**src/verilog/lcd_clk_pkg.sv**
```systemverilog
// Purpose: shared constants and types for the lcd clock source and bias control
// Assumes: 125 MHz system clock, command bytes delivered already decoded from the bus
// Notes:   oscillator and external clock are modelled as synchronous tick inputs
package lcd_clk_pkg;
  localparam logic [4:0] osc_ctrl_prefix   = 5'h03;
  localparam logic [5:0] bias_prefix       = 6'h01;
  localparam logic [2:0] frame_prefix      = 3'h1;
  localparam int         rate_sel_bit      = 2;
  localparam int         gate_bit          = 1;
  localparam int         osc_bit           = 0;
  localparam logic [4:0] prescale_default  = 5'h0e;
  localparam logic [4:0] prescale_last     = 5'h16;
  localparam logic [7:0] base_divide       = 8'h30;
  localparam int         osc_nominal_hz    = 230000;
  localparam int         ext_slow_hz       = 9600;
  localparam int         ext_fast_hz       = 230000;

  typedef enum logic [1:0] {
    bias_quarter,
    bias_third,
    bias_half
  } bias_type;

  typedef struct packed {
    logic ext_rate_select;
    logic clk_out_gate;
    logic ext_source;
  } osc_cfg_type;

  typedef struct packed {
    logic clk_io_pin_o;
    logic clk_io_pin_oe;
  } pin_drive_type;
endpackage

```
**src/verilog/lcd_clock_source_and_bias_control.sv**
```systemverilog
// Purpose: decodes oscillator-control, bias and frame-frequency commands; drives the clock pin
// Assumes: cmd_valid marks a whole command byte; osc_tick is one pulse per internal oscillator
//          period, clk_io_pin_i already synchronous
// Notes:   frame_tick is one pulse per lcd frame
//
// Overview of operation
// - bits 7..3 equal 00011 mean oscillator control; low three bits load config.
// - bit 2 gives external rate, 0 is 9.6 kHz, 1 is 230 kHz.
// - bit 1 gates clock out; 0 leaves the pin high impedance.
// - bit 0 selects source; 1 uses external clock, pin becomes input.
// - internal source ignores rate bit; external source ignores output gate.
// - after power-on the pin stays high impedance until enabled.
// - clock driven only with internal source and output gate set.
// - pin carries the prescaled intermediate clock, not raw oscillator.
// - power-down: gate off gives high impedance, gate on drives high.
// - while reset is asserted the pin is high impedance.
// - internal source with gate on outputs intermediate clock, 9.6 kHz at q 24.
// - external 9.6 kHz clock is divided by a fixed 48 for frames.
// - internal or 230 kHz external divide by 48 times q.
// - internal oscillator nominal 230 kHz; all timing from selected source.
// - bits 7..2 equal 000001 mean bias; 00/01 quarter, 11 third, 10 half.
// - frame command loads five-bit code; default 01110 gives q 24.
// - power-down bit stops the internal oscillator.
`timescale 1ns/1ps
module lcd_clock_source_and_bias_control (
  // clock and reset
  input  wire logic                      clk,
  input  wire logic                      rst,
  // command byte from the serial interface
  input  wire logic                      cmd_valid,
  input  wire logic [7:0]                cmd_byte,
  // power mode from mode settings
  input  wire logic                      power_down_bit,
  // timing sources
  input  wire logic                      osc_tick,
  input  wire logic                      clk_io_pin_i,
  // clock pin drive
  output logic                           clk_io_pin_o,
  output logic                           clk_io_pin_oe,
  // status and timing
  output lcd_clk_pkg::osc_cfg_type       osc_cfg_q,
  output lcd_clk_pkg::bias_type          bias_q,
  output logic [4:0]                     frame_prescale_code,
  output logic                           osc_enable,
  output logic                           frame_tick
);
  lcd_clk_pkg::osc_cfg_type   osc_cfg_d;
  lcd_clk_pkg::bias_type      bias_d;
  lcd_clk_pkg::pin_drive_type pin_q;
  lcd_clk_pkg::pin_drive_type pin_d;
  logic [4:0]                 code_q;
  logic [4:0]                 code_d;
  logic                       osc_en_q;
  logic                       osc_en_d;
  logic                       ext_prev_q;
  logic                       src_tick;
  logic                       slow_tick;
  logic                       inter_level;
  logic                       inter_wrap;
  logic                       frame_wrap;
  logic [7:0]                 q_factor;

  // divide factor q for each prescaler code
  function automatic logic [7:0] q_of(input logic [4:0] code);
    logic [7:0] q;
    case (code)
      5'h00: q = 8'h50;
      5'h01: q = 8'h44;
      5'h02: q = 8'h3c;
      5'h03: q = 8'h35;
      5'h04: q = 8'h30;
      5'h05: q = 8'h2c;
      5'h06: q = 8'h28;
      5'h07: q = 8'h25;
      5'h08: q = 8'h22;
      5'h09: q = 8'h20;
      5'h0a: q = 8'h1e;
      5'h0b: q = 8'h1c;
      5'h0c: q = 8'h1b;
      5'h0d: q = 8'h19;
      5'h0e: q = 8'h18;
      5'h0f: q = 8'h17;
      5'h10: q = 8'h16;
      5'h11: q = 8'h15;
      5'h12: q = 8'h14;
      5'h13: q = 8'h13;
      5'h14: q = 8'h12;
      5'h15: q = 8'h11;
      default: q = 8'h10;
    endcase
    return q;
  endfunction

  ////////////////////////////////////////////////////////////////////////////
  // command decode
  always_comb begin
    osc_cfg_d = osc_cfg_q;
    bias_d    = bias_q;
    code_d    = code_q;
    if (cmd_valid) begin
      if (cmd_byte[7:3] == lcd_clk_pkg::osc_ctrl_prefix) begin
        osc_cfg_d.ext_rate_select = cmd_byte[lcd_clk_pkg::rate_sel_bit];
        osc_cfg_d.clk_out_gate    = cmd_byte[lcd_clk_pkg::gate_bit];
        osc_cfg_d.ext_source      = cmd_byte[lcd_clk_pkg::osc_bit];
      end
      if (cmd_byte[7:2] == lcd_clk_pkg::bias_prefix) begin
        case (cmd_byte[1:0])
          2'b11:   bias_d = lcd_clk_pkg::bias_third;
          2'b10:   bias_d = lcd_clk_pkg::bias_half;
          default: bias_d = lcd_clk_pkg::bias_quarter;
        endcase
      end
      // frame code load, unused codes dropped
      if (cmd_byte[7:5] == lcd_clk_pkg::frame_prefix && cmd_byte[4:0] <= lcd_clk_pkg::prescale_last) begin
        code_d = cmd_byte[4:0];
      end
    end
  end

  always_ff @(posedge clk) begin
    if (rst) begin
      osc_cfg_q <= '0;
      bias_q    <= lcd_clk_pkg::bias_quarter;
      code_q    <= lcd_clk_pkg::prescale_default;
    end else begin
      osc_cfg_q <= osc_cfg_d;
      bias_q    <= bias_d;
      code_q    <= code_d;
    end
  end

  ////////////////////////////////////////////////////////////////////////////
  // source select and division
  // oscillator runs only when used and powered up
  assign src_tick  = osc_cfg_q.ext_source ? (clk_io_pin_i & ~ext_prev_q) : (osc_tick & osc_en_q);
  // rate bit only counts with the external source
  assign slow_tick = osc_cfg_q.ext_source & ~osc_cfg_q.ext_rate_select;
  assign q_factor  = q_of(code_q);

  // intermediate clock is source divided by q
  lcd_clk_divider #(.width(8)) prescale_div (
    .clk     (clk),
    .rst     (rst),
    .tick    (src_tick & ~slow_tick),
    .divide  (q_factor),
    .level_q (inter_level),
    .wrap_q  (inter_wrap)
  );

  // frame is 48 intermediate periods or 48 slow input periods
  lcd_clk_divider #(.width(8)) frame_div (
    .clk     (clk),
    .rst     (rst),
    .tick    (slow_tick ? src_tick : inter_wrap),
    .divide  (lcd_clk_pkg::base_divide),
    .level_q (),
    .wrap_q  (frame_wrap)
  );

  ////////////////////////////////////////////////////////////////////////////
  // pin drive
  always_comb begin
    osc_en_d = ~power_down_bit & ~osc_cfg_q.ext_source;
    pin_d    = '0;
    if (osc_cfg_q.ext_source) begin
      // external source: pin is input, gate ignored
      pin_d = '0;
    end else if (power_down_bit) begin
      // static high when gated, else released
      pin_d.clk_io_pin_oe = osc_cfg_q.clk_out_gate;
      pin_d.clk_io_pin_o  = osc_cfg_q.clk_out_gate;
    end else begin
      // drive intermediate clock only when gated on
      pin_d.clk_io_pin_oe = osc_cfg_q.clk_out_gate;
      pin_d.clk_io_pin_o  = osc_cfg_q.clk_out_gate & inter_level;
    end
  end

  always_ff @(posedge clk) begin
    if (rst) begin
      pin_q      <= '0;
      osc_en_q   <= 1'b0;
      ext_prev_q <= 1'b0;
      frame_tick <= 1'b0;
    end else begin
      pin_q      <= pin_d;
      osc_en_q   <= osc_en_d;
      ext_prev_q <= clk_io_pin_i;
      frame_tick <= frame_wrap;
    end
  end

  assign clk_io_pin_o        = pin_q.clk_io_pin_o;
  assign clk_io_pin_oe       = pin_q.clk_io_pin_oe;
  assign frame_prescale_code = code_q;
  assign osc_enable          = osc_en_q;

  ////////////////////////////////////////////////////////////////////////////
  // checks
  osc_cmd_load_a: assert property (@(posedge clk) disable iff (rst)
    cmd_valid && cmd_byte[7:3] == lcd_clk_pkg::osc_ctrl_prefix |=> osc_cfg_q == $past(cmd_byte[2:0]))
    else $error("oscillator control not loaded");
  osc_other_keep_a: assert property (@(posedge clk) disable iff (rst)
    !cmd_valid |=> $stable(osc_cfg_q) && $stable(bias_q))
    else $error("settings changed without command");
  ext_no_drive_a: assert property (@(posedge clk) disable iff (rst)
    osc_cfg_q.ext_source |=> !clk_io_pin_oe)
    else $error("pin driven with external source");
  gate_off_float_a: assert property (@(posedge clk) disable iff (rst)
    !osc_cfg_q.clk_out_gate |=> !clk_io_pin_oe)
    else $error("pin driven with gate off");
  down_pin_high_a: assert property (@(posedge clk) disable iff (rst)
    power_down_bit && osc_cfg_q.clk_out_gate && !osc_cfg_q.ext_source |=> clk_io_pin_oe && clk_io_pin_o)
    else $error("power-down pin not high");
  down_osc_stop_a: assert property (@(posedge clk) disable iff (rst)
    power_down_bit |=> !osc_enable)
    else $error("oscillator runs in power-down");
  reset_release_a: assert property (@(posedge clk)
    rst |=> !clk_io_pin_oe && osc_cfg_q == '0 && code_q == lcd_clk_pkg::prescale_default)
    else $error("reset state wrong");
  bias_third_a: assert property (@(posedge clk) disable iff (rst)
    cmd_valid && cmd_byte == {lcd_clk_pkg::bias_prefix, 2'b11} |=> bias_q == lcd_clk_pkg::bias_third)
    else $error("third bias not set");
  frame_from_inter_a: assert property (@(posedge clk) disable iff (rst)
    frame_wrap && !$past(slow_tick) |-> $past(inter_wrap))
    else $error("frame end without intermediate wrap");
endmodule

```
**src/verilog/lcd_clk_divider.sv**
```systemverilog
// Purpose: divides a tick stream by a programmable count, giving a clock level and an end pulse
// Assumes: tick is a one-cycle pulse, synchronous to clk
// Notes:   the output level is high for the first half count, so duty is one half for even counts
`timescale 1ns/1ps
module lcd_clk_divider #(
  parameter int width = 8
) (
  // clock and reset
  input  wire logic             clk,
  input  wire logic             rst,
  // count control
  input  wire logic             tick,
  input  wire logic [width-1:0] divide,
  // results
  output logic                  level_q,
  output logic                  wrap_q
);
  logic [width-1:0] count_q;
  logic [width-1:0] count_d;
  logic             level_d;
  logic             wrap_d;

  always_comb begin
    count_d = count_q;
    wrap_d  = 1'b0;
    level_d = level_q;
    if (tick) begin
      if (count_q >= divide - width'(1)) begin
        count_d = '0;
        wrap_d  = 1'b1;
      end else begin
        count_d = count_q + width'(1);
      end
      level_d = (count_d < (divide >> 1));
    end
  end

  always_ff @(posedge clk) begin
    if (rst) begin
      count_q <= '0;
      level_q <= 1'b0;
      wrap_q  <= 1'b0;
    end else begin
      count_q <= count_d;
      level_q <= level_d;
      wrap_q  <= wrap_d;
    end
  end
endmodule

```
**config.mk**
```make
export PLATFORM = sky130hd
export DESIGN_NAME = lcd_clock_source_and_bias_control
export DESIGN_NICKNAME = d
export VERILOG_FILES = /design/src/verilog/lcd_clk_pkg.sv /design/src/verilog/lcd_clock_source_and_bias_control.sv /design/src/verilog/lcd_clk_divider.sv
export SDC_FILE = /design/constraint.sdc
export NUM_CORES = 1
export LEC_CHECK = 0
export BUFFER_PORTS_ARGS = -buffer_cell sky130_fd_sc_hd__buf_2
export CAP_MARGIN = 5
export CORE_ASPECT_RATIO = 1.25
export CORE_MARGIN = 5
export CORE_UTILIZATION = 23
export DETAILED_ROUTE_END_ITERATION = 8
export SYNTH_ARGS = -nofsm -noshare
export SYNTH_HDL_FRONTEND = slang
export SYNTH_SLANG_ARGS = --single-unit
export TNS_END_PERCENT = 5
```
**constraint.sdc**
```tcl
create_clock -name clk -period 7.9 [get_ports clk]
set_clock_uncertainty 0.05 [all_clocks]
set_input_delay 0.79 -clock clk [delete_from_list [all_inputs] [get_ports clk]]
set_output_delay 0.79 -clock clk [all_outputs]
set_load 0.01 [all_outputs]
```
Word level (Yosys, flattened, before mapping)
Memories as Yosys holds them, arrays and structs flattened. A register that Yosys moved wholly into a read port is not among the register bits.
Cells that the tools add are included.
{"block": "word_totals", "register_bits": 34, "latchBits": 0, "ramBits": 0, "rom_bits": 224, "in_bits": 14, "out_inout_bits": 14, "elab_cells": 59, "mem_count": 1}
{"block": "op_classes", "add_sub_neg": 3, "mul": 0, "div_mod_pow": 0, "n_lt_le_gt_ge": 4, "eq_ne": 5, "n_shift": 0, "mux": 11, "bitwise_logic": 13, "reduce_logical": 7}
{"memory": "(no name shown)", "words": 32, "width": 7, "rd": 1, "rd_ports_with_merged_regs": 1, "wr": 0, "line": "lcd_clock_source_and_bias_control.sv:66", "text": "case (code)"}
{"operator": "2-to-1 mux 8 bit", "count": 3}
{"operator": "adder 8 x 1 -> 8 bit (second input constant)", "count": 2}
{"operator": "2-to-1 mux 5 bit", "count": 2}
{"operator": ">= comparator 8 x 6 -> 1 bit (second input constant)", "count": 1}
{"operator": ">= comparator 8 bit", "count": 1}
{"operator": "less-than comparator 8 x 7 -> 1 bit", "count": 1}
{"operator": "subtractor 8 x 1 -> 8 bit (second input constant)", "count": 1}
{"operator": "NOT 1 bit", "count": 7}
{"operator": "AND 1 bit", "count": 6}
{"operator": "== test 6 x 1 -> 1 bit (second input constant)", "count": 1}
{"operator": "AND reduction 2 bit", "count": 3}
{"operator": "OR reduction 2 bit", "count": 3}
{"operator": "== test 5 x 2 -> 1 bit (second input constant)", "count": 1}
{"operator": "<= comparator 5 bit (second input constant)", "count": 1}
{"operator": "== test 2 bit (second input constant)", "count": 2}
{"operator": "2-to-1 mux 1 bit", "count": 4}
{"operator": "case mux 2 bit (2 select lines)", "count": 1}
{"operator": "== test 3 x 1 -> 1 bit (second input constant)", "count": 1}
{"operator": "2-to-1 mux 2 bit", "count": 1}
{"operator": "logical AND 1 bit", "count": 1}

Longest topological paths before layout
Gate-level depths: netlist of the first run.
{"block": "depth", "word_depth": 6, "mapped_depth": 16, "ltp_nobuf": 16}

Modules after synthesis
Synthesis of the first run repeated with hierarchy kept, for this count alone.
{"block": "unflattened", "cells_unflattened": 404, "area_unflattened_um2": 3358.2}
{"mod": "lcd_clk_divider", "instances": 2, "cells_each": 140, "area_per_inst_um2": 1081.0, "seq_area_each_um2": 200.2}
{"mod": "lcd_clock_source_and_bias_control", "instances": 1, "cells_each": 124, "area_per_inst_um2": 1196.1, "seq_area_each_um2": 440.4}

Least setup slack after synthesis of the first run
No wires, ideal clock.
{"block": "synth_path", "path_type": "register to register", "from": "reg, netlist name q_factor[0]", "to": "reg prescale_div.level_q", "arrival_ns": 2.807, "required_time_ns": 7.776, "path_slack_ns": 4.968, "stages_incl_launch_ff": 17, "n_path_buf": 0, "cell_sequence": "dfxtp_1 inv_1 ha_1 nand3_1 nor3_1 xnor2_1 ha_1 a21o_1 a21o_1 a41o_1 nor2_1 ha_1 o21a_1 o211ai_1 nor3b_1 o21a_1 o21ai_0"}
{"block": "synth_via", "elab_chain_cells": 5}
{"item": "subtractor 8 x 1 -> 8 bit", "line": "lcd_clk_divider.sv:28", "text": "if (count_q >= divide - width'(1)) begin"}
{"item": ">= comparator 8 bit", "line": "lcd_clk_divider.sv:28"}
{"item": "2-to-1 mux 8 bit", "line": "lcd_clk_divider.sv:28"}
{"item": "2-to-1 mux 8 bit", "line": "lcd_clk_divider.sv:27", "text": "if (tick) begin"}
{"item": "less-than comparator 8 x 7 -> 1 bit", "line": "lcd_clk_divider.sv:34", "text": "level_d = (count_d < (divide >> 1));"}
{"item": "end signal: assignment", "line": "lcd_clk_divider.sv:45", "text": "level_q <= level_d;"}
{"item": "end: declaration", "line": "lcd_clk_divider.sv:15", "text": "output logic level_q,"}
No other way between the ends. The select of a mux whose other input is x is not followed.
A chain may end at the register's enable or synchronous reset.

Worst setup path after layout of the first run
{"block": "layout_path", "from": "reg, netlist name q_factor[0]", "to": "reg prescale_div.level_q"}
{"block": "layout_via", "elab_chain_cells": 5}
{"item": "subtractor 8 x 1 -> 8 bit", "line": "lcd_clk_divider.sv:28"}
{"item": ">= comparator 8 bit", "line": "lcd_clk_divider.sv:28"}
{"item": "2-to-1 mux 8 bit", "line": "lcd_clk_divider.sv:28"}
{"item": "2-to-1 mux 8 bit", "line": "lcd_clk_divider.sv:27"}
{"item": "less-than comparator 8 x 7 -> 1 bit", "line": "lcd_clk_divider.sv:34"}
No other way between the ends. The select of a mux whose other input is x is not followed.

==> flow_metrics.py, run 1 <==
metrics = {
    "outcome": {
        "outcome": "complete, no violations",
    },
    "cells_and_area": {
        "drive_gt1_share_pct": 17.88,
        "fill_cells": 1052,
        "layout.nets": 335,
        "fin_area_mm2": 0.002823,
        "layout_common_cells": "41 x dfxtp_1, 27 x buf_2, 25 x nor2_1, 20 x nand2_1, 20 x ha_1",
        "area_growth_syn_to_layout_pct": 18.61,
        "finish.utilization_pct": 27.93,
        "num_antenna_cells": 0,
        "mostFrequentLayoutCell": "dfxtp_1",
    },
    "global_route": {
        "grt_pass1_vias": 1954,
        "grt.overflow.total": 0,
        "antenna_found_initial": 0,
        "grt.total_usage_pct": 8.931,
        "grt_pass1_wl_um": 8956,
        "grt_max_degree": 41,
    },
    "floorplanning": {
        "fp.coreArea_mm2": 0.01011,
        "die-area_mm2": 0.01249,
        "io_pins": 28,
        "dieHeight_um": 123.7,
        "start_util_pct": 23.55,
        "die_w_um": 101.0,
        "std_cell_rows": 41,
    },
    "hold_path": {
        "min_path_cells": 1,
        "hold_path.class": "flop to flop",
        "hold_start": "frame_div.wrap_q",
        "holdPathEnd": "frame_tick",
    },
    "critical_path": {
        "setup.worst_path.start_class": "flop",
        "crit_type": "flop to flop",
        "cp.arrival_ps": 3670,
        "reg2reg_to": "prescale_div.level_q",
        "r2r-start": "q_factor[0]",
        "rrSetupSlack_ps": 4390,
        "cp_data_required_time_ps": 8060,
        "endpoint_kind": "flop",
        "r2r_cells": 14,
        "cp_max_fo": 11,
    },
    "clock_network": {
        "tritoncts": "done",
        "root_buffer": "clkbuf_16",
        "hold_buffers": 0,
        "clock-sinks": 41,
        "htree_levels": 2,
        "cts_resized": 0,
        "cts_setup_buffers": 0,
        "clkTransAtPathRegs_ps": 60,
        "numCtsBuffers": 5,
        "clock_latency_ps": 290,
        "cts_buffer_depth": 2,
    },
    "run": {
        "drv_cap": 0,
    },
    "logic_synthesis": {
        "synth_xor_area_share_pct": 5.152,
        "synth_fa_ha_area_share_pct": 10.52,
        "syn_area_per_cell_um2": 8.685,
        "async_reset_ff_share_pct": 0,
        "ys_seq_elements": 41,
        "syn_inst": 274,
        "synth_nets": 308,
        "synth.distinct_cells": 58,
        "synth_mux_area_share_pct": 4.574,
        "netlist_area_mm2": 0.002380,
        "synthSimpleGateAreaFrac_pct": 24.76,
        "synth_seq_area_share_pct": 34.49,
        "synth-edff-count": 0,
        "ys.flop_type": "dfxtp_1",
        "yosys_warnings": 0,
        "synth_top_family_by_area": "simple AND/OR/NAND/NOR gates",
        "synth-compound-area-share_pct": 16.72,
    },
    "place": {
        "portBuffers": 27,
        "place_area_mm2": 0.002654,
        "hpwl_um": 4076,
        "place.gp.congestion": 0.8102,
        "dp_slack_ps": 4450,
    },
    "route": {
        "drtAntennaViolNets": 0,
        "vias": 2026,
        "drt_first_pass_iters": 4,
        "wl_met3_um": 196,
        "wl_met1_um": 2513,
        "wirelength_um": 5397,
        "routedWlPerCell_um": 12.52,
        "drt-initial-drc-count": 68,
        "viasPerCell": 4.701,
        "top_layer": "met4",
        "wl_met2_um": 2569,
        "remaining_drc_errors": 0,
    },
    "sta": {
        "hold_viol": 0,
        "fin_setup_tns_ps": 0,
        "hold_ws_ps": 409.5,
        "fmax_mhz": 285.2,
        "finalCritPeriodShare_pct": 44.39,
        "period_needed_ps": 3507,
        "setup_viol": 0,
        "max_slew.worst_pin.slew_ps": 1003,
        "rsz0062_at_grt": "false",
        "slew_viol_final": 0,
        "timing.final.ws_setup_ps": 4393,
        "slew-limit-headroom_pct": 32.23,
    },
    "power": {
        "power_per_cell_area_mw_per_mm2": 172.7,
        "peakVddDrop_v": 0.00006989,
        "leakagePower_nw": 1.132,
    },
}
==> synthesized netlist by cell type (4+ instances only) <==
cell type / number / area (µm²)
a21oi_1: 17 / 85.08
a31oi_1: 6 / 37.54
clkbuf_1: 7 / 26.28
dfxtp_1: 41 / 820.8
ha_1: 20 / 250.2
inv_1: 15 / 56.30
mux2i_1: 6 / 60.06
nand2_1: 20 / 75.07
nand2b_1: 4 / 25.02
nand3_1: 6 / 30.03
nor2_1: 25 / 93.84
nor2b_1: 7 / 43.79
nor3_1: 8 / 40.04
nor3b_1: 7 / 52.55
o21a_1: 4 / 30.03
o21ai_0: 7 / 35.03
or3_1: 4 / 25.02
xnor2_1: 11 / 96.34
==> area by class of cell <==
cell class	count	area (µm²)	area share (%)
repair buffers	28	142.6	5.053
well taps	129	161.4	5.718
multi-input cells	209	1469	52.04
clock inverters	3	43.79	1.551
flip-flops and latches	41	820.8	29.08
inverters	16	60.06	2.128
clock buffers	5	125.1	4.433
==> worst max path at each step <==
stage,from,end,cells after the start
finish,q_factor[0],prescale_div.level_q,14
global route,q_factor[0],prescale_div.level_q,14
CTS,q_factor[0],prescale_div.level_q,14
detailed placement,q_factor[0],prescale_div.level_q,14
global placement,q_factor[0],prescale_div.level_q,14
floorplan,q_factor[0],prescale_div.level_q,16
==> flip-flops by register name (all words and copies together), names as in the netlist <==
register	flops
frame_prescale_code	5
prescale_div.level_q	1
bias_q	2
frame_tick	1
osc_cfg_q	3
ext_prev_q	1
q_factor	7
clk_io_pin_oe	1
frame_div.count_q	8
prescale_div.wrap_q	1
prescale_div.count_q	8
frame_div.wrap_q	1
clk_io_pin_o	1
osc_enable	1
==> critical path: stages (launching register included) <==
cell	delay, ps
dfxtp_1	310
inv_1	80
ha_1	200
nand3_1	130
nor3_1	190
xnor2_1	150
ha_1	280
a21o_1	190
a21o_1	180
a41oi_1	760
and2_1	230
ha_1	240
nor3b_1	140
o21a_1	170
o21ai_0	140
==> metrics by stage <==
step                cells  power [mW]
floorplan             274      0.2420
global placement      423      0.2538
detailed placement    423      0.2547
CTS                   431      0.4925
global route          431      0.5075
finish                431      0.4875
==> cells by family after synthesis <==
| family | count (synthesis) |
|---|---|
| and+or+nand+nor | 107 |
| AOI/OAI and AO/OA | 58 |
| DFF | 41 |
| buffers and inverters | 24 |
| adders and majority gates | 20 |
| xor gates and xnor gates | 14 |
| muxes | 10 |
==> metal layers <==
metal	vias up	global-route usage, %
li1	1031	-
met1	945	11.04
met2	41	14.95
met3	9	1.625
met4	0	4.239
met5	-	0
==> where the power goes <==
group / internal [mW] / leakage [nW] / switching [mW]
registers: 0.210 / 0.332 / 0.00249
logic: 0.0160 / 0.716 / 0.0216
clock network: 0.150 / 0.0842 / 0.0877
total: 0.376 / 1.13 / 0.112
No activity file was read; power rests on OpenSTA's default activity.
==> run 2: changes to the inputs <==
--- a/config.mk
+++ b/config.mk
@@ -5,6 +5,7 @@
 export SDC_FILE = /design/constraint.sdc
 export NUM_CORES = 1
 export LEC_CHECK = 0
+export ABC_AREA = 1
 export BUFFER_PORTS_ARGS = -buffer_cell sky130_fd_sc_hd__buf_2
 export CAP_MARGIN = 5
 export CORE_ASPECT_RATIO = 1.25
==> constraint.sdc (replaced) <==
create_clock -name clk -period 3.4 [get_ports clk]
set_clock_uncertainty 0.05 [all_clocks]
set_input_delay 0.34 -clock clk [delete_from_list [all_inputs] [get_ports clk]]
set_output_delay 0.34 -clock clk [all_outputs]
set_load 0.01 [all_outputs]
==> run 2 against run 1 <==
Against the previous run: register-to-register slack got worse by 4000 ps; cell area decreased by 0.75%; power increased by 140%; die area decreased by 1.8%; critical path depth increased by 6; synthesized cell count increased by 19%; wire length decreased by 4.5%; sequential share of layout area increased by 0.22 points; fmax increased by 18%; core utilization increased by 0.074 points; global-route usage decreased by 0.085 points; via count increased by 2.9%; largest power group unchanged.
==> flow_metrics.py, run 2 <==
metrics = {
    "outcome": {
        "outcome": "complete, no violations",
    },
    "place": {
        "portBuffers": 27,
        "hpwl_um": 4177,
        "place_area_mm2": 0.002618,
        "place.gp.congestion": 0.7758,
    },
    "power": {
        "p_int_mw": 0.8933,
        "p_sw_share_pct": 24.74,
        "p_total_mw": 1.187,
        "p_sw_mw": 0.2937,
        "power_per_cell_area_mw_per_mm2": 423.7,
        "leakagePower_nw": 1.351,
        "combPwrFrac_pct": 11.8,
        "peakVddDrop_v": 0.0001910,
        "power_frac_seq_pct": 42.5,
        "power_frac_clock_pct": 45.7,
    },
    "logic_synthesis": {
        "yosysTopAreaCell": "dfxtp_1",
        "yosysMostFrequentCell": "nand2_1",
        "ys.flop_type": "dfxtp_1",
        "syn_area_per_cell_um2": 7.180,
        "synth_seq_area_share_pct": 35.17,
        "synth-edff-count": 0,
        "netlist_area_mm2": 0.002333,
        "synth.distinct_cells": 34,
        "async_reset_ff_share_pct": 0,
        "ys_seq_elements": 41,
        "yosys-top-cells-area": "dfxtp_1 35%, ha_1 11%, nand2_1 10%",
        "synth_top_cell_area_share_pct": 35.17,
        "syn_inst": 325,
        "synth_commonest_cells": "63 x nand2_1, 55 x inv_1, 41 x dfxtp_1, 28 x nor2_1, 23 x a21oi_1",
        "yosys_warnings": 0,
        "synth_nets": 359,
    },
    "route": {
        "drt-initial-drc-count": 84,
        "drt_first_pass_iters": 4,
        "remaining_drc_errors": 0,
        "wirelength_um": 5155,
        "vias": 2085,
        "routedWlPerCell_um": 10.61,
        "viasPerCell": 4.290,
        "drtAntennaViolNets": 0,
    },
    "clock_network": {
        "cts_buffer_depth": 2,
        "htree_levels": 2,
        "numCtsBuffers": 5,
        "clkTransAtPathRegs_ps": 60,
        "clock_latency_ps": 280,
        "cts_setup_buffers": 0,
        "clock-sinks": 41,
        "tritoncts": "done",
        "root_buffer": "clkbuf_16",
        "hold_buffers": 0,
    },
    "cells_and_area": {
        "num_antenna_cells": 0,
        "drive_gt1_share_pct": 18.21,
        "fill_cells": 1079,
        "layout_common_cells": "63 x nand2_1, 55 x inv_1, 41 x dfxtp_1, 28 x nor2_1, 27 x buf_2",
        "area_growth_syn_to_layout_pct": 20.05,
        "mostFrequentLayoutCell": "nand2_1",
        "layout.nets": 390,
        "fin_area_mm2": 0.002801,
    },
    "hold_path": {
        "min_path_cells": 2,
        "holdPathEnd": "osc_enable",
        "hold_path.class": "input pin to flop",
        "hold_start": "power_down_bit",
    },
    "critical_path": {
        "setup.worst_path.start_class": "flop",
        "r2r-start": "q_factor[0]",
        "endpoint_kind": "flop",
        "crit_type": "flop to flop",
        "rrSetupSlack_ps": 420,
        "cp_max_fo": 5,
        "cp.arrival_ps": 3140,
        "r2r_cells": 20,
        "cp_data_required_time_ps": 3560,
        "reg2reg_to": "prescale_div.level_q",
    },
    "sta": {
        "setup_viol": 0,
        "fin_setup_tns_ps": 0,
        "fmax_mhz": 335.7,
        "max_slew.worst_pin.slew_ps": 525.6,
        "slew_viol_final": 0,
        "slew-limit-headroom_pct": 64.92,
        "period_needed_ps": 2979,
        "hold_viol": 0,
        "rsz0062_at_grt": "false",
        "finalCritPeriodShare_pct": 87.62,
    },
    "floorplanning": {
        "fp.coreArea_mm2": 0.01000,
        "std_cell_rows": 41,
        "start_util_pct": 23.33,
        "dieHeight_um": 122.6,
        "die-area_mm2": 0.01227,
        "io_pins": 28,
        "die_w_um": 100.1,
    },
    "global_route": {
        "grt_max_degree": 16,
        "grt.overflow.total": 0,
        "grt_pass1_wl_um": 8811,
        "grt_pass1_vias": 1999,
        "antenna_found_initial": 0,
        "grt.total_usage_pct": 8.846,
    },
    "run": {
        "drv_cap": 0,
    },
}
run 2: changes by cell type in the layout (fill, tap and decap cells not counted), sizes merged, moves of 5 or more:
cell / previous run / this run
inv: 17 / 65
nand2: 20 / 68
nand3: 6 / 18
o21ai: 8 / 20
xnor2: 11 / 1
nor2: 26 / 34
nor2b: 8 / 0
nor3b: 7 / 0
mux2i: 6 / 0
a21oi: 18 / 23
a31oi: 6 / 1
run 2: worst max-delay path, cell delays in order, from the launching register on:
cell,delay (ps)
dfxtp_1,290
inv_1,80
ha_1,180
nand3_1,130
nor3_2,140
xor2_1,180
inv_1,60
ha_1,270
nand2_1,80
a21oi_1,40
nor2_1,150
nand3_2,140
inv_1,140
nand3_1,100
inv_1,70
ha_1,230
a211oi_1,230
nand2_1,70
nor2_1,100
nand2_1,60
a21oi_1,110
run 2: cells by family (layout without fill, tap and decap cells):
kind of cell	Yosys count	in the layout	share of synthesized area, %
AOI/OAI and AO/OA	53	53	13.08
xor gates and xnor gates	8	8	3.003
adders and majority gates	20	20	10.72
buffers and inverters	67	99	10.94
DFF	41	41	35.17
and+or+nand+nor	136	136	27.08
run 2: power groups by stage:
stage | registers (mW) | logic, mW | clock network [mW]
floorplan | 0.514 | 0.100 | 0
global placement | 0.515 | 0.136 | 0
detailed placement | 0.515 | 0.140 | 0
CTS | 0.505 | 0.140 | 0.555
global route | 0.506 | 0.161 | 0.583
finish | 0.505 | 0.140 | 0.543
run 2: worst max path at each step:
stage / startpoint / end / slack [ps] / depth (start not counted)
floorplan: q_factor[0] / prescale_div.level_q / 630 / 20
global placement: q_factor[0] / prescale_div.level_q / 460 / 20
detailed placement: q_factor[0] / prescale_div.level_q / 340 / 20
CTS: q_factor[0] / prescale_div.level_q / 310 / 20
global route: q_factor[0] / prescale_div.level_q / 50 / 20
finish: q_factor[0] / prescale_div.level_q / 420 / 20
run 2: metal layers:
layer  up-vias  global-route usage, %  share of wire [%]
met5         -                      0                  0
met3        10                  2.103                4.8
li1       1092                      -                  -
met4         0                  3.370                2.4
met1       937                  9.618                 42
met2        46                  16.44                 51
run 2: through the flow:
stage / util, % / setup WS (ps) / hold slack, ps / instances
global placement: 26.17 / 459.3 / 344.1 / 478
finish: 28.01 / 420.8 / 184.4 / 486
CTS: 27.85 / 309.9 / 188.8 / 486
floorplan: - / 629.7 / 338.3 / 325
detailed placement: 26.17 / 342.8 / 352.2 / 478
global route: 28.01 / 49.91 / 184.2 / 486
run 2: cell type report:
type / count / area, µm² / area share (%)
Clock inverter: 3 / 43.79 / 1.563
Inverter: 64 / 242.7 / 8.665
Clock buffer: 5 / 125.1 / 4.466
Tap cell: 129 / 161.4 / 5.762
Timing Repair Buffer: 27 / 135.1 / 4.824
Multi-Input combinational cell: 217 / 1272 / 45.42
Sequential cell: 41 / 820.8 / 29.30
run 2: what timing repair did:
item                                    CTS  global route
hold endpoints to repair                  0             0
endpoints found under the setup margin    0             1
resized for setup                         0             3
==> run 3: changes to the inputs <==
--- a/config.mk
+++ b/config.mk
@@ -7,11 +7,12 @@
 export LEC_CHECK = 0
 export ABC_AREA = 1
 export BUFFER_PORTS_ARGS = -buffer_cell sky130_fd_sc_hd__buf_2
-export CAP_MARGIN = 5
+export CAP_MARGIN = 10
 export CORE_ASPECT_RATIO = 1.25
 export CORE_MARGIN = 5
 export CORE_UTILIZATION = 23
 export DETAILED_ROUTE_END_ITERATION = 8
+export GPL_TIMING_DRIVEN = 0
 export SYNTH_ARGS = -nofsm -noshare
 export SYNTH_HDL_FRONTEND = slang
 export SYNTH_SLANG_ARGS = --single-unit
==> run 3 against run 2 <==
Against the previous run: largest power group unchanged; wire length down 0.12%; sequential power is essentially flat; core utilization rose by 0.075 points; via count is 1.4% lower; hold slack improved by 14 ps; setup slack lost 94 ps; sequential share of layout area shrank 0.078 points; combinational power about the same; clock power about the same; cell count rose by 0.62%.
==> flow_metrics.py, run 3 (synthesis gave the netlist of run 2 again) <==
metrics = {
    "floorplanning": {
        "die_w_um": 100.1,
        "fp.coreArea_mm2": 0.01000,
        "dieHeight_um": 122.6,
        "std_cell_rows": 41,
        "die-area_mm2": 0.01227,
        "io_pins": 28,
        "start_util_pct": 23.33,
    },
    "place": {
        "portBuffers": 27,
        "hpwl_um": 4124,
        "place.gp.congestion": 0.7913,
        "placed_cells": 481,
    },
    "clock_network": {
        "numCtsBuffers": 5,
        "root_buffer": "clkbuf_16",
        "htree_levels": 2,
        "clkTransAtPathRegs_ps": 60,
        "clock_latency_ps": 280,
        "cts_buffer_depth": 2,
        "clock-sinks": 41,
        "tritoncts": "done",
    },
    "route": {
        "drt-initial-drc-count": 70,
        "vias": 2055,
        "wirelength_um": 5149,
        "remaining_drc_errors": 0,
        "routedWlPerCell_um": 10.53,
        "viasPerCell": 4.202,
        "drtAntennaViolNets": 0,
        "drt_first_pass_iters": 5,
    },
    "sta": {
        "fmax_mhz": 325.4,
        "period_needed_ps": 3073,
        "hold_viol": 0,
        "fin_setup_tns_ps": 0,
        "slew-limit-headroom_pct": 58.76,
        "max_slew.worst_pin.slew_ps": 618.6,
        "setup_viol": 0,
        "rsz0062_at_grt": "false",
        "hold_ws_ps": 198.6,
        "slew_viol_final": 0,
        "finalCritPeriodShare_pct": 90.38,
    },
    "critical_path": {
        "setup.worst_path.start_class": "flop",
        "cp_data_required_time_ps": 3560,
        "crit_type": "flop to flop",
        "cp_max_fo": 5,
        "crit_chain": "inv_1 > ha_1 > nand3_1 > nor3_1 > xor2_1 > inv_1 > ha_1 > nand2_1 > a21oi_1 > nor2_2 > nand3_2 > inv_2 > nand3_1 > inv_1 > ha_1 > a211oi_1 > nand2_1 > nor2_1 > nand2_1 > a21oi_1",
        "cpLargestDelayFamily": "simple AND/OR/NAND/NOR gates",
        "max_stage_delay_ps": 300,
        "crit_buf_inv": 4,
        "r2r_cells": 20,
        "endpoint_kind": "flop",
        "cp.arrival_ps": 3230,
        "path_depth": 20,
        "critical-path-slowest-cell": "dfxtp_1",
    },
    "hold_path": {
        "hold_path.class": "input pin to flop",
        "min_path_cells": 2,
    },
    "cells_and_area": {
        "layout.nets": 393,
        "num_antenna_cells": 0,
        "drive_gt1_share_pct": 18.61,
        "fin_cells": 489,
        "layout_common_cells": "63 x nand2_1, 54 x inv_1, 41 x dfxtp_1, 28 x buf_2, 26 x nor2_1",
        "mostFrequentLayoutCell": "nand2_1",
        "area_growth_syn_to_layout_pct": 20.38,
    },
    "run": {
        "drv_cap": 0,
    },
    "power": {
        "p_sw_mw": 0.2937,
        "leakagePower_nw": 1.358,
        "power_per_cell_area_mw_per_mm2": 423.2,
        "peakVddDrop_v": 0.0002672,
        "p_int_mw": 0.8951,
        "p_sw_share_pct": 24.71,
        "power_frac_clock_pct": 45.5,
        "combPwrFrac_pct": 12.0,
        "power_frac_seq_pct": 42.4,
    },
    "global_route": {
        "antenna_found_initial": 0,
        "grt_max_degree": 15,
        "grt_pass1_wl_um": 8838,
        "grt.overflow.total": 0,
        "grt_pass1_vias": 1982,
        "grt.total_usage_pct": 8.859,
    },
    "outcome": {
        "outcome": "complete, no violations",
    },
}
run 3: cell types whose count changed in the layout (fill, tap and decap cells not counted):
cell and change:
nor3_1 +2, buf_2 +1, nor2_2 +2, nor2_1 -2, inv_1 -1, clkbuf_1 +2, nor3_2 -2, inv_2 +1
run 3: worst paths after layout:
check | startpoint | slack, ps | end
max | q_factor[0] | 330 | prescale_div.level_q
min | power_down_bit | 200 | osc_enable
max reg2reg | q_factor[0] | 330 | prescale_div.level_q
min reg2reg | frame_div.wrap_q | 350 | frame_tick
run 3: layer usage:
metal	up-vias	GRT usage [%]	wire length (µm)
met5	-	0	0
met4	0	2.949	83
met3	5	1.649	157
met2	34	16.19	2608
met1	916	10.32	2299
li1	1100	-	-
run 3: cell type report:
type / instances / area, µm²
fill: 1086 / 7194
multi-input combinational: 217 / 1267
sequential: 41 / 820.8
inverter: 64 / 242.7
tap: 129 / 161.4
timing repair buffer: 27 / 135.1
clock buffer: 5 / 125.1
clock inverter: 3 / 43.79
buffer: 3 / 12.51
run 3: metrics by stage:
stage / instance area, µm² / utilization [%] / setup slack, ps / power (mW)
3_3_place_gp: 2630 / 26.29 / 221.9 / 0.6531
5_1_grt: 2809 / 28.08 / 24.95 / 1.250
2_1_floorplan: 2333 / - / 629.7 / 0.6141
3_5_place_dp: 2630 / 26.29 / 182.6 / 0.6569
6_report: 2809 / 28.08 / 327.0 / 1.189
4_1_cts: 2799 / 27.98 / 179.2 / 1.203
run 3: timing repair:
item | in CTS | in global routing
resized for setup | 0 | 4
hold buffers | 0 | 0
buffers inserted | 0 | 0
endpoints found under the setup margin | 0 | 1
run 3: power by group through the flow:
stage	clock network [mW]	logic, mW	registers [mW]
after floorplan	0	0.100	0.514
after CTS	0.556	0.143	0.504
after global routing	0.577	0.167	0.506
after detailed placement	0	0.142	0.515
final	0.541	0.143	0.504
after global placement	0	0.138	0.515
